**src/shared/escvc_map.vh**
```
// Register offsets, field positions, reset values and keys for the exception state block.
`ifndef ESCVC_MAP_VH
`define ESCVC_MAP_VH
`define ESCVC_ADDR_W 4
`define ESCVC_OFF_ICS 4'h4
`define ESCVC_OFF_VTO 4'h8
`define ESCVC_OFF_RPG 4'hc
`define ESCVC_BIT_DS_SET 28
`define ESCVC_BIT_DS_CLR 27
`define ESCVC_BIT_ST_SET 26
`define ESCVC_BIT_ST_CLR 25
`define ESCVC_BIT_DBG 23
`define ESCVC_BIT_ISRP 22
`define ESCVC_BIT_RTB 11
`define ESCVC_VTO_MASK 32'h3fffff80
`define ESCVC_VTO_RST 32'h00000000
`define ESCVC_KEY_WRITE 16'h05fa
`define ESCVC_KEY_STAT 16'hfa05
`define ESCVC_RPG_RST 32'hfa050000
`define ESCVC_BIT_ENDIAN 15
`define ESCVC_BIT_SYSRST 2
`define ESCVC_GRP_MIN 3'h3
`define ESCVC_GRP_LSB 8
`define ESCVC_GRP_MSB 10
`define ESCVC_HPN_LSB 12
`define ESCVC_STRAP_CAP 2'h2
`endif

```
**src/rtl/escvc_top.v**
```verilog
// Exception state, vector table offset and reset/grouping register block.
// How it works
// - Writing 1 to deferred set bit makes it pending; read shows pending state.
// - Only a written 1 to that set bit makes the deferred exception pending.
// - Writing 1 to deferred clear bit removes pending; 0 does nothing.
// - Writing 1 to tick set bit makes tick pending; read shows tick pending.
// - Writing 1 to tick clear bit removes tick pending; reads zero.
// - Debug-reserved bit reads zero outside debug state.
// - Interrupt pending flag reads 1 when any interrupt, not fault, pends.
// - Highest pending field shows top pending enabled exception, else 0.
// - Highest pending honours base-priority and fault masks, ignores primary mask.
// - Return-to-base reads 0 while preempted active exceptions remain.
// - Active field is 0 in thread mode, else status exception number bits 8:0.
// - Offset field holds table offset bits 29 to 7; bits 6 to 0 zero.
// - Offset bit 29 picks code region (0) or SRAM region (1).
// - Reset/grouping writes ignored unless key field carries 0x05fa.
// - Key field reads back as 0xfa05.
// - Endianness bit loaded once, on the third clock after reset ends, from the big-endian configuration input.
// - Writing 1 to reset request pulses the reset request output; reads 0.
// - Debug reset bits read 0; software writes 0 to them.
// - Grouping field sets the group/subpriority split, 3 through 7.
// - Preemption compares group priority fields only.
// - Control/state register holds set and clear bits beside status fields.
// - Reset/grouping register resets to 0xfa050000.
//
// The address-and-strobe port and the placing of the registers are this design's own decisions.
`timescale 1ns/10ps
`include "escvc_map.vh"

module escvc_top (
  // Clock and reset.
  input wire mclk,
  input wire rst_b,
  // Register port.
  input wire [`ESCVC_ADDR_W-1:0] reg_addr,
  input wire [31:0] reg_wdata,
  input wire reg_wr,
  input wire reg_rd,
  input wire reg_priv,
  output reg [31:0] reg_rdata,
  // Strap sampled through the synchroniser after reset is released.
  input wire big_endian_config_input,
  // Status from the core and arbiter.
  input wire debug_state,
  input wire any_irq_pending,
  input wire [8:0] arb_pending_number,
  input wire [3:0] arb_pending_group,
  input wire arb_pending_is_fault,
  input wire [3:0] base_priority_mask,
  input wire fault_mask_a,
  input wire [8:0] program_status_exception_field,
  input wire [7:0] active_count,
  input wire [3:0] cur_priority,
  input wire [3:0] new_priority,
  // Outputs to the system.
  output wire deferred_service_exception,
  output wire system_tick_exception,
  output reg system_reset_request,
  output wire [31:0] vector_table_offset,
  output wire [2:0] priority_grouping_field,
  output wire data_endianness_bit,
  output wire preempt_allowed
);

  // Two stages keep a metastable first stage away from every reader of the strap.
  localparam SYNC_STAGES = 2;

  // Register state and next values.
  reg ds_pend_q;
  reg ds_pend_d;
  reg st_pend_q;
  reg st_pend_d;
  reg [31:0] vto_q;
  reg [31:0] vto_d;
  reg [2:0] grp_q;
  reg [2:0] grp_d;
  reg [2:0] grp_eff_q;
  reg [2:0] grp_eff_d;
  reg endian_q;
  reg endian_d;
  reg [1:0] cap_cnt_q;
  reg [1:0] cap_cnt_d;
  reg sysrst_d;
  reg [31:0] rdata_d;

  // Strap synchroniser chain.
  reg [SYNC_STAGES-1:0] strap_sync_q;
  wire strap_sync;

  // Status path.
  reg [3:0] pend_grp_part;
  reg [3:0] base_grp_part;
  reg base_blocks;
  reg fault_blocks;
  reg [8:0] highest_pending_number;

  // Read words.
  reg [31:0] ics_word;
  reg [31:0] vto_word;
  reg [31:0] rpg_word;

  // Write qualifiers.
  wire wr_ok;
  wire wr_ics;
  wire wr_vto;
  wire key_ok;
  wire wr_rpg;
  wire ds_set_req;
  wire ds_clr_req;
  wire st_set_req;
  wire st_clr_req;

  // True when the address selects the given register.
  function addr_is;
    input [`ESCVC_ADDR_W-1:0] addr;
    input [`ESCVC_ADDR_W-1:0] offset;
    begin
      addr_is = (addr == offset);
    end
  endfunction

  // Keeps only the group part of a four-bit priority for the given split.
  function [3:0] group_of;
    input [3:0] pri;
    input [2:0] grp;
    begin
      case (grp)
        3'h4: group_of = {pri[3:1], 1'b0};
        3'h5: group_of = {pri[3:2], 2'b00};
        3'h6: group_of = {pri[3], 3'b000};
        3'h7: group_of = 4'h0;
        default: group_of = pri;
      endcase
    end
  endfunction

  // Values below the first implemented split behave as that split.
  function [2:0] clamp_grp;
    input [2:0] grp;
    begin
      if (grp < `ESCVC_GRP_MIN) begin
        clamp_grp = `ESCVC_GRP_MIN;
      end else begin
        clamp_grp = grp;
      end
    end
  endfunction

  // Writes need privilege; the reset/grouping register needs the key as well.
  assign wr_ok = reg_wr & reg_priv;
  assign wr_ics = wr_ok & addr_is(reg_addr, `ESCVC_OFF_ICS);
  assign wr_vto = wr_ok & addr_is(reg_addr, `ESCVC_OFF_VTO);
  assign key_ok = (reg_wdata[31:16] == `ESCVC_KEY_WRITE);
  assign wr_rpg = wr_ok & addr_is(reg_addr, `ESCVC_OFF_RPG) & key_ok;
  assign ds_set_req = wr_ics & reg_wdata[`ESCVC_BIT_DS_SET];
  assign ds_clr_req = wr_ics & reg_wdata[`ESCVC_BIT_DS_CLR];
  assign st_set_req = wr_ics & reg_wdata[`ESCVC_BIT_ST_SET];
  assign st_clr_req = wr_ics & reg_wdata[`ESCVC_BIT_ST_CLR];

  // Outputs.
  assign deferred_service_exception = ds_pend_q;
  assign system_tick_exception = st_pend_q;
  assign vector_table_offset = vto_q;
  assign priority_grouping_field = grp_eff_q;
  assign data_endianness_bit = endian_q;
  assign strap_sync = strap_sync_q[SYNC_STAGES-1];

  // Preemption looks at group priority alone, so subpriority never decides it.
  assign preempt_allowed =
    group_of(new_priority, grp_eff_q) < group_of(cur_priority, grp_eff_q);

  // The fault mask hides every non-fault exception; a nonzero base priority hides non-fault ones whose group priority is not above it.
  always @* begin
    pend_grp_part = group_of(arb_pending_group, grp_eff_q);
    base_grp_part = group_of(base_priority_mask, grp_eff_q);
    base_blocks = (base_priority_mask != 4'h0) && (pend_grp_part >= base_grp_part);
    fault_blocks = fault_mask_a;
    highest_pending_number = arb_pending_number;
    if (!arb_pending_is_fault && (fault_blocks || base_blocks)) begin
      highest_pending_number = 9'h000;
    end
  end

  // Strap synchroniser; only the last stage is read by logic.
  genvar gi;
  generate
    for (gi = 0; gi < SYNC_STAGES; gi = gi + 1) begin : g_strap_sync
      if (gi == 0) begin : g_first
        always @(posedge mclk or negedge rst_b) begin
          if (!rst_b) begin
            strap_sync_q[0] <= 1'b0;
          end else begin
            strap_sync_q[0] <= big_endian_config_input;
          end
        end
      end else begin : g_next
        always @(posedge mclk or negedge rst_b) begin
          if (!rst_b) begin
            strap_sync_q[gi] <= 1'b0;
          end else begin
            strap_sync_q[gi] <= strap_sync_q[gi-1];
          end
        end
      end
    end
  endgenerate

  // The strap is taken once, only after it has passed the whole synchroniser.
  // Taking it earlier would load the reset value of the chain instead of the pin.
  always @* begin
    cap_cnt_d = cap_cnt_q;
    endian_d = endian_q;
    if (cap_cnt_q != 2'h3) begin
      cap_cnt_d = cap_cnt_q + 2'h1;
    end
    if (cap_cnt_q == `ESCVC_STRAP_CAP) begin
      endian_d = strap_sync;
    end
  end

  always @(posedge mclk or negedge rst_b) begin
    if (!rst_b) begin
      cap_cnt_q <= 2'h0;
      endian_q <= 1'b0;
    end else begin
      cap_cnt_q <= cap_cnt_d;
      endian_q <= endian_d;
    end
  end

  // Set wins over clear when software writes both.
  always @* begin
    ds_pend_d = ds_pend_q;
    if (ds_set_req) begin
      ds_pend_d = 1'b1;
    end else if (ds_clr_req) begin
      ds_pend_d = 1'b0;
    end
  end

  always @(posedge mclk or negedge rst_b) begin
    if (!rst_b) begin
      ds_pend_q <= 1'b0;
    end else begin
      ds_pend_q <= ds_pend_d;
    end
  end

  // Tick pending follows the same set-over-clear order.
  always @* begin
    st_pend_d = st_pend_q;
    if (st_set_req) begin
      st_pend_d = 1'b1;
    end else if (st_clr_req) begin
      st_pend_d = 1'b0;
    end
  end

  always @(posedge mclk or negedge rst_b) begin
    if (!rst_b) begin
      st_pend_q <= 1'b0;
    end else begin
      st_pend_q <= st_pend_d;
    end
  end

  // Offset bits outside the table field are forced to zero.
  always @* begin
    vto_d = vto_q;
    if (wr_vto) begin
      vto_d = reg_wdata & `ESCVC_VTO_MASK;
    end
  end

  always @(posedge mclk or negedge rst_b) begin
    if (!rst_b) begin
      vto_q <= `ESCVC_VTO_RST;
    end else begin
      vto_q <= vto_d;
    end
  end

  // The raw field reads back as written; the system sees the clamped split.
  always @* begin
    grp_d = grp_q;
    if (wr_rpg) begin
      grp_d = reg_wdata[`ESCVC_GRP_MSB:`ESCVC_GRP_LSB];
    end
    grp_eff_d = clamp_grp(grp_d);
  end

  always @(posedge mclk or negedge rst_b) begin
    if (!rst_b) begin
      grp_q <= 3'h0;
      grp_eff_q <= `ESCVC_GRP_MIN;
    end else begin
      grp_q <= grp_d;
      grp_eff_q <= grp_eff_d;
    end
  end

  // The request is a one-cycle pulse; nothing holds it.
  always @* begin
    sysrst_d = wr_rpg & reg_wdata[`ESCVC_BIT_SYSRST];
  end

  always @(posedge mclk or negedge rst_b) begin
    if (!rst_b) begin
      system_reset_request <= 1'b0;
    end else begin
      system_reset_request <= sysrst_d;
    end
  end

  // Clear-pending bits and the debug-reserved bit always read zero.
  always @* begin
    ics_word = 32'h00000000;
    ics_word[`ESCVC_BIT_DS_SET] = ds_pend_q;
    ics_word[`ESCVC_BIT_DS_CLR] = 1'b0;
    ics_word[`ESCVC_BIT_ST_SET] = st_pend_q;
    ics_word[`ESCVC_BIT_ST_CLR] = 1'b0;
    ics_word[`ESCVC_BIT_DBG] = debug_state & 1'b0;
    ics_word[`ESCVC_BIT_ISRP] = any_irq_pending;
    ics_word[`ESCVC_HPN_LSB +: 9] = highest_pending_number;
    ics_word[`ESCVC_BIT_RTB] = (active_count <= 8'h01);
    ics_word[8:0] = program_status_exception_field;
  end

  always @* begin
    vto_word = vto_q;
  end

  // The key field reads as the status value, never as the written key.
  always @* begin
    rpg_word = 32'h00000000;
    rpg_word[31:16] = `ESCVC_KEY_STAT;
    rpg_word[`ESCVC_BIT_ENDIAN] = endian_q;
    rpg_word[`ESCVC_GRP_MSB:`ESCVC_GRP_LSB] = grp_q;
    rpg_word[`ESCVC_BIT_SYSRST] = 1'b0;
    rpg_word[1:0] = 2'b00;
  end

  // Unmapped addresses read zero.
  always @* begin
    case (reg_addr)
      `ESCVC_OFF_ICS: begin
        rdata_d = ics_word;
      end
      `ESCVC_OFF_VTO: begin
        rdata_d = vto_word;
      end
      `ESCVC_OFF_RPG: begin
        rdata_d = rpg_word;
      end
      default: begin
        rdata_d = 32'h00000000;
      end
    endcase
  end

  // Read data stand only in the cycle after the strobe.
  always @(posedge mclk or negedge rst_b) begin
    if (!rst_b) begin
      reg_rdata <= 32'h00000000;
    end else if (reg_rd) begin
      reg_rdata <= rdata_d;
    end else begin
      reg_rdata <= 32'h00000000;
    end
  end

endmodule // escvc_top

```
**config.mk**
```make
export PLATFORM = sky130hd
export DESIGN_NAME = escvc_top
export DESIGN_NICKNAME = d
export VERILOG_FILES = /design/src/rtl/escvc_top.v
export VERILOG_INCLUDE_DIRS = /design/src /design/src/shared
export SDC_FILE = /design/constraint.sdc
export NUM_CORES = 1
export LEC_CHECK = 0
export BUFFER_PORTS_ARGS = -buffer_cell sky130_fd_sc_hd__buf_2
export CORE_UTILIZATION = 48
export DETAILED_ROUTE_END_ITERATION = 7
export PLACE_DENSITY = 0.85
export SLEW_MARGIN = 20
export SYNTH_ARGS = -nofsm -noshare
export SYNTH_HDL_FRONTEND = slang
export SYNTH_SLANG_ARGS = --single-unit
```
**constraint.sdc**
```tcl
create_clock -name mclk -period 5.05 [get_ports mclk]
set_input_delay 1.01 -clock mclk [delete_from_list [all_inputs] [get_ports mclk]]
set_output_delay 1.01 -clock mclk [all_outputs]
set_load 0.02 [all_outputs]
```
==> impl_metrics.json, run 1 <==
{
  "status": "completed",
  "post-route-min-period_ns": 3.130,
  "synth-seq-cells": 68,
  "yosys_warnings": 0,
  "yosysUniqueCellTypes": 40,
  "start_util_pct": 49.92,
  "dr.pass1.iters": 4,
  "io_pins": 160,
  "die_x_microns": 80.47,
  "hold_start": "strap_sync_q[0]$_DFF_PN0_",
  "setup_violations": 0,
  "cp-end-kind": "output pin",
  "cts.repair.resized": 0,
  "place_ws_ns": 1.909,
  "drt_wl_total_microns": 6782,
  "setup.worst_path.class": "input pin to output pin",
  "cts_tree": "done",
  "synth_flop_cell": "dfrtp_1",
  "clk_latency_ns": 0.33,
  "syn_to_final_growth_pct": 32.01,
  "r2r-end": "reg_rdata[13]$_DFF_PN0_",
  "fin_skew_ns": 0.009775,
  "via_per_inst": 5.075,
  "grt_pass1_wl_microns": 10470,
  "antenna_left": 0,
  "fin_util_pct": 65.89,
  "start_kind": "input pin",
  "wl_per_cell_microns": 14.62,
  "synth_area_sq_um": 2955,
  "ys_seq_area_share_pct": 57.66,
  "synth-async-reset-ratio_pct": 100.0,
  "h-tree-depth": 3,
  "irDropWorstVdd_uv": 224.7,
  "fin_crit_sh_pct": 61.98,
  "layout_common_cells": "buf_2, dfrtp_1, mux2_2",
  "core.rowCount": 28,
  "n_antenna_cell": 0,
  "antenna_found_initial": 0,
  "gr-usage-met2_pct": 38.73,
  "holdPathStages": 0,
  "drtIter0Drc": 93,
  "rrSetupSlack_ns": 2.76,
  "cts_setup_buffers": 0,
  "place_hpwl_microns": 5111,
  "cts_sinks": 68,
  "grt_pass1_vias": 2257,
  "route.vias.total": 2355,
  "top_usage_layer": "met2",
  "grt_overflow": 0,
  "powerDensity_nw_per_um2": 332.3,
  "maxCapViolations": 0,
  "hold_viol": 0,
  "crit_required_ns": 4.04,
  "hold_end": "strap_sync$_DFF_PN0_",
  "gp_congestion": 0.7703,
  "grt_max_degree": 69,
  "r2r-start": "priority_grouping_field[1]$_DFF_PN1_",
  "min_path_type": "flop to flop",
  "reg2reg_depth": 7,
  "finalNetCount": 481,
  "avgSynthCellArea_sq_um": 12.47,
  "rsz0062_at_grt": "no",
  "coreArea_sq_um": 5921,
  "slew-limit-headroom_pct": 44.99,
  "path_max_fanout": 1,
  "fp.dieH_microns": 80.47,
  "slew_viol_final": 0,
  "mostFrequentLayoutCell": "buf_2",
  "postCtsHoldBufs": 0,
  "cts_buffer_depth": 2,
  "io_buffer_count": 142,
  "finalWorstSetupSlack_ns": 1.920,
  "synth-edff-count": 0,
  "use_met3_pct": 7.841,
  "worst_pin_slew_ns": 0.8251,
  "max_freq_mhz": 319.5,
  "finalSetupTns_ns": 0,
  "drive_gt1_share_pct": 50.13,
  "critPathArrivalTime_ns": 2.12,
  "netlist_instances": 237,
  "path_clk_slew_ns": 0.08,
  "root_buffer": "clkbuf_8",
  "met1_usage_pct": 24.78,
  "cts_made_buffers": 9,
  "die_area_sq_um": 6475,
  "drcViolationCount": 0,
  "power_leakage_nw": 2.139,
  "grt_usage_pct": 22.14
}
==> registers in the layout, indices dropped and copies added (netlist names) <==
name                        flops
strap_sync                      1
priority_grouping_field         3
deferred_service_exception      1
strap_sync_q                    1
cap_cnt_q                       2
reg_rdata                      31
grp_q                           3
system_tick_exception           1
vector_table_offset            23
data_endianness_bit             1
system_reset_request            1
==> cell type report <==
type	count	area (sq um)
Fill cell	476	2019
Sequential cell	68	1704
Multi-Input combinational cell	160	1179
Timing Repair Buffer	143	718.2
Clock buffer	9	123.9
Tap cell	75	93.84
Clock inverter	7	75.07
Inverter	2	7.507
==> metrics by stage <==
step	cell area, sq um	hold slack [ns]	power (mW)	cells
3_3_place_gp	3700	0.3340	0.8514	448
4_1_cts	3901	0.3921	1.305	464
5_1_grt	3901	0.3932	1.357	464
2_1_floorplan	2985	0.3312	0.7580	245
6_report	3901	0.3868	1.297	464
3_5_place_dp	3702	0.3701	0.8603	448
==> power breakdown <==
part	total, mW	switching (mW)	leakage, nW	internal (mW)
combinational	0.229	0.132	1.15	0.0966
clock	0.449	0.218	0.0923	0.230
sequential	0.619	0.0307	0.894	0.588
==> worst max path at each step <==
stage	startpoint	end	cells past startpoint
2_1_floorplan	new_priority[1]	preempt_allowed	5
3_3_place_gp	new_priority[1]	preempt_allowed	7
6_report	new_priority[1]	preempt_allowed	7
5_1_grt	priority_grouping_field[0]$_DFF_PN1_	preempt_allowed	7
3_5_place_dp	new_priority[1]	preempt_allowed	7
4_1_cts	priority_grouping_field[1]$_DFF_PN1_	preempt_allowed	7
==> metal layers <==
layer / vias to the layer above / part of all wire [%]
met3: 10 / 7.9
met1: 1135 / 40
met4: 0 / 1.4
met2: 105 / 51
met5: - / 0
li1: 1105 / -
==> synthesized netlist by cell type (all sizes together), types with 4 or more instances <==
library cell / n / area (sq um)
mux2: 28 / 315.3
a22o: 8 / 70.07
o2bb2ai: 4 / 35.03
o21ai: 5 / 25.02
dfrtp: 66 / 1652
nor2: 22 / 85.09
buf: 14 / 93.83
nor2b: 8 / 50.05
mux2i: 6 / 60.06
and2: 17 / 106.4
ha: 9 / 112.6
nand2: 13 / 48.80
==> worst max-delay path, cell delays in order <==
cell,delay (ns)
buf_2,0.09
and2_1,0.14
ha_1,0.30
a21boi_0,0.13
o21ai_0,0.15
o2bb2ai_1,0.13
buf_2,0.18
==> kinds of logic after synthesis <==
kind of cell / count (synthesis) / share of synthesized area (%)
flip-flops: 68 / 57.66
AND/OR/NAND/NOR: 79 / 14.78
AO/OA/AOI/OAI: 28 / 7.070
adder cells (fa/ha/maj): 9 / 3.810
buffers and inverters: 17 / 3.556
other: 1 / 0.1269
XOR/XNOR: 1 / 0.2964
multiplexers: 34 / 12.70
(Power assumes the default switching activity.)
==> run 2: changes to the inputs <==
--- a/config.mk
+++ b/config.mk
@@ -7,9 +7,9 @@
 export NUM_CORES = 1
 export LEC_CHECK = 0
 export BUFFER_PORTS_ARGS = -buffer_cell sky130_fd_sc_hd__buf_2
-export CORE_UTILIZATION = 48
+export CORE_UTILIZATION = 45
 export DETAILED_ROUTE_END_ITERATION = 7
-export PLACE_DENSITY = 0.85
+export PLACE_DENSITY = 0.81
 export SLEW_MARGIN = 20
 export SYNTH_ARGS = -nofsm -noshare
 export SYNTH_HDL_FRONTEND = slang
==> constraint.sdc (replaced) <==
create_clock -name mclk -period 3.1 [get_ports mclk]
set_input_delay 0.62 -clock mclk [delete_from_list [all_inputs] [get_ports mclk]]
set_output_delay 0.62 -clock mclk [all_outputs]
set_load 0.02 [all_outputs]
==> run 2 against run 1 <==
Count of clock-buffer cells in the layout is 2 higher. Global-route usage decreased by 1.3 points. Register-to-register slack lost 1.9 ns. Die area rose by 6.5%. Wire length rose by 0.22%. Cell count rose by 1.1%. Total power grew 66%. Setup slack lost 1.5 ns. Non-clock buffer count grew 3. Sequential cell count unchanged. Critical path type is now flop to output pin. Largest cell class unchanged. Highest routed layer unchanged.
==> impl_metrics.json, run 2 (synthesis results as in run 1) <==
{
  "cts_made_buffers": 9,
  "start_util_pct": 46.54,
  "critPathArrivalTime_ns": 2.09,
  "mostFrequentLayoutCell": "buf_2",
  "postCtsHoldBufs": 0,
  "swShare_pct": 28.50,
  "largest_reg_flops": 31,
  "crit_required_ns": 2.48,
  "io_pins": 160,
  "irDropWorstVdd_uv": 330.7,
  "cp_top_family": "compound AO/OA/AOI/OAI gates",
  "fin_area_sq_um": 3949,
  "via_per_inst": 5.019,
  "gp_congestion": 0.7951,
  "powerDensity_nw_per_um2": 544.0,
  "cts_buffer_depth": 2,
  "rsz0062_at_grt": "no",
  "fp.dieH_microns": 83.04,
  "sequentialPowerShare_pct": 47.0,
  "coreArea_sq_um": 6350,
  "power_leakage_nw": 2.170,
  "worstPathCellList": "o21ai_0, and2_1, ha_1, a21boi_0, o21ai_0, o2bb2ai_1, buf_2",
  "cts_sinks": 68,
  "drt_wl_total_microns": 6797,
  "power_switching_mw": 0.6123,
  "setup.worst_path.class": "flop to output pin",
  "min_path_type": "input pin to asynchronous set/reset pin",
  "cts_tree": "done",
  "grt_usage_pct": 20.82,
  "max_stage_delay_ns": 0.54,
  "syn_to_final_growth_pct": 33.62,
  "nFillCells": 536,
  "post-route-min-period_ns": 2.710,
  "largest_register": "reg_rdata",
  "cp-end-kind": "output pin",
  "path_clk_slew_ns": 0.08,
  "drcViolationCount": 0,
  "clk_latency_ns": 0.34,
  "slew-limit-headroom_pct": 50.81,
  "die_x_microns": 83.04,
  "grt_pass1_wl_microns": 11110,
  "start_kind": "flop",
  "drive_gt1_share_pct": 50.26,
  "path_common_cell": "o21ai_0",
  "root_buffer": "clkbuf_8",
  "h-tree-depth": 3,
  "antenna_found_initial": 0,
  "finalNetCount": 484,
  "worst_pin_slew_ns": 0.7378,
  "route.vias.total": 2354,
  "place_hpwl_microns": 5209,
  "status": "completed",
  "timing.hold.ws_ns": 0.3333,
  "wl_per_cell_microns": 14.49,
  "placed_area_sq_um": 3737,
  "cp_num_buf_inv": 1,
  "max_freq_mhz": 369.0,
  "die_area_sq_um": 6896,
  "regArea_sq_um": 1704,
  "n_antenna_cell": 0,
  "layout_common_cells": "buf_2, dfrtp_1, mux2_2",
  "p_int_mw": 1.536,
  "fin_crit_sh_pct": 87.42,
  "setup_violations": 0,
  "slew_viol_final": 0,
  "cts_setup_buffers": 0,
  "dr.pass1.iters": 6,
  "power_frac_clock_pct": 35.5,
  "grt_pass1_vias": 2422,
  "multiInputGateArea_sq_um": 1176,
  "path_max_fanout": 4,
  "antenna_left": 0,
  "comb_power_share_pct": 17.4,
  "hold_viol": 0,
  "io_buffer_count": 142,
  "grt_overflow": 0,
  "fin_skew_ns": 0.01195,
  "critPathSlowestCell": "dfstp_2",
  "finalSetupTns_ns": 0,
  "core.rowCount": 29,
  "grt_max_degree": 38,
  "cts.repair.resized": 0,
  "drtIter0Drc": 83,
  "maxCapViolations": 0
}
run 2: layout make-up:
type	count	share of cell area, %
clock buffer	11	3.834
clock inverter	5	1.521
inverter	2	0.1901
multi-input combinational	160	29.78
sequential	68	43.16
tap	77	2.440
timing repair buffer	146	19.07
run 2: worst paths after layout:
| kind | startpoint | endpoint | slack [ns] | depth (start not counted) |
|---|---|---|---|---|
| setup / recovery | priority_grouping_field[0]$_DFF_PN1_ | preempt_allowed | 0.39 | 7 |
| hold / removal | rst_b | vector_table_offset[15]$_DFFE_PN0P_ | 0.33 | 1 |
| setup reg to reg | priority_grouping_field[1]$_DFF_PN1_ | reg_rdata[19]$_DFF_PN0_ | 0.86 | 7 |
| hold reg to reg | strap_sync_q[0]$_DFF_PN0_ | strap_sync$_DFF_PN0_ | 0.35 | 0 |
| max in group asynchronous | rst_b | priority_grouping_field[1]$_DFF_PN1_ | 2.04 | 2 |
| min in group mclk | strap_sync_q[0]$_DFF_PN0_ | strap_sync$_DFF_PN0_ | 0.35 | 0 |
run 2: per-layer routing:
metal	global-route usage (%)	part of all wire (%)
met5	0	0
met4	10.03	2.0
met3	6.163	7.6
met2	33.83	49
met1	25.42	42
run 2: power groups by stage:
stage | combinational (mW) | sequential (mW) | clock (mW)
final | 0.374 | 1.01 | 0.764
after global routing | 0.406 | 1.02 | 0.812
after CTS | 0.379 | 1.01 | 0.777
after global placement | 0.370 | 1.02 | 0
after detailed placement | 0.378 | 1.03 | 0
after floorplan | 0.127 | 1.11 | 0
run 2: metrics by stage:
step                util (%)  power (mW)  cells  worst slack [ns]
detailed placement     58.86       1.405    453            0.7050
CTS                    62.19       2.166    469            0.3536
finish                 62.19       2.148    469            0.3900
global route           62.19       2.240    469            0.2035
floorplan                  -       1.235    245            0.8041
global placement       58.86       1.393    453            0.7181
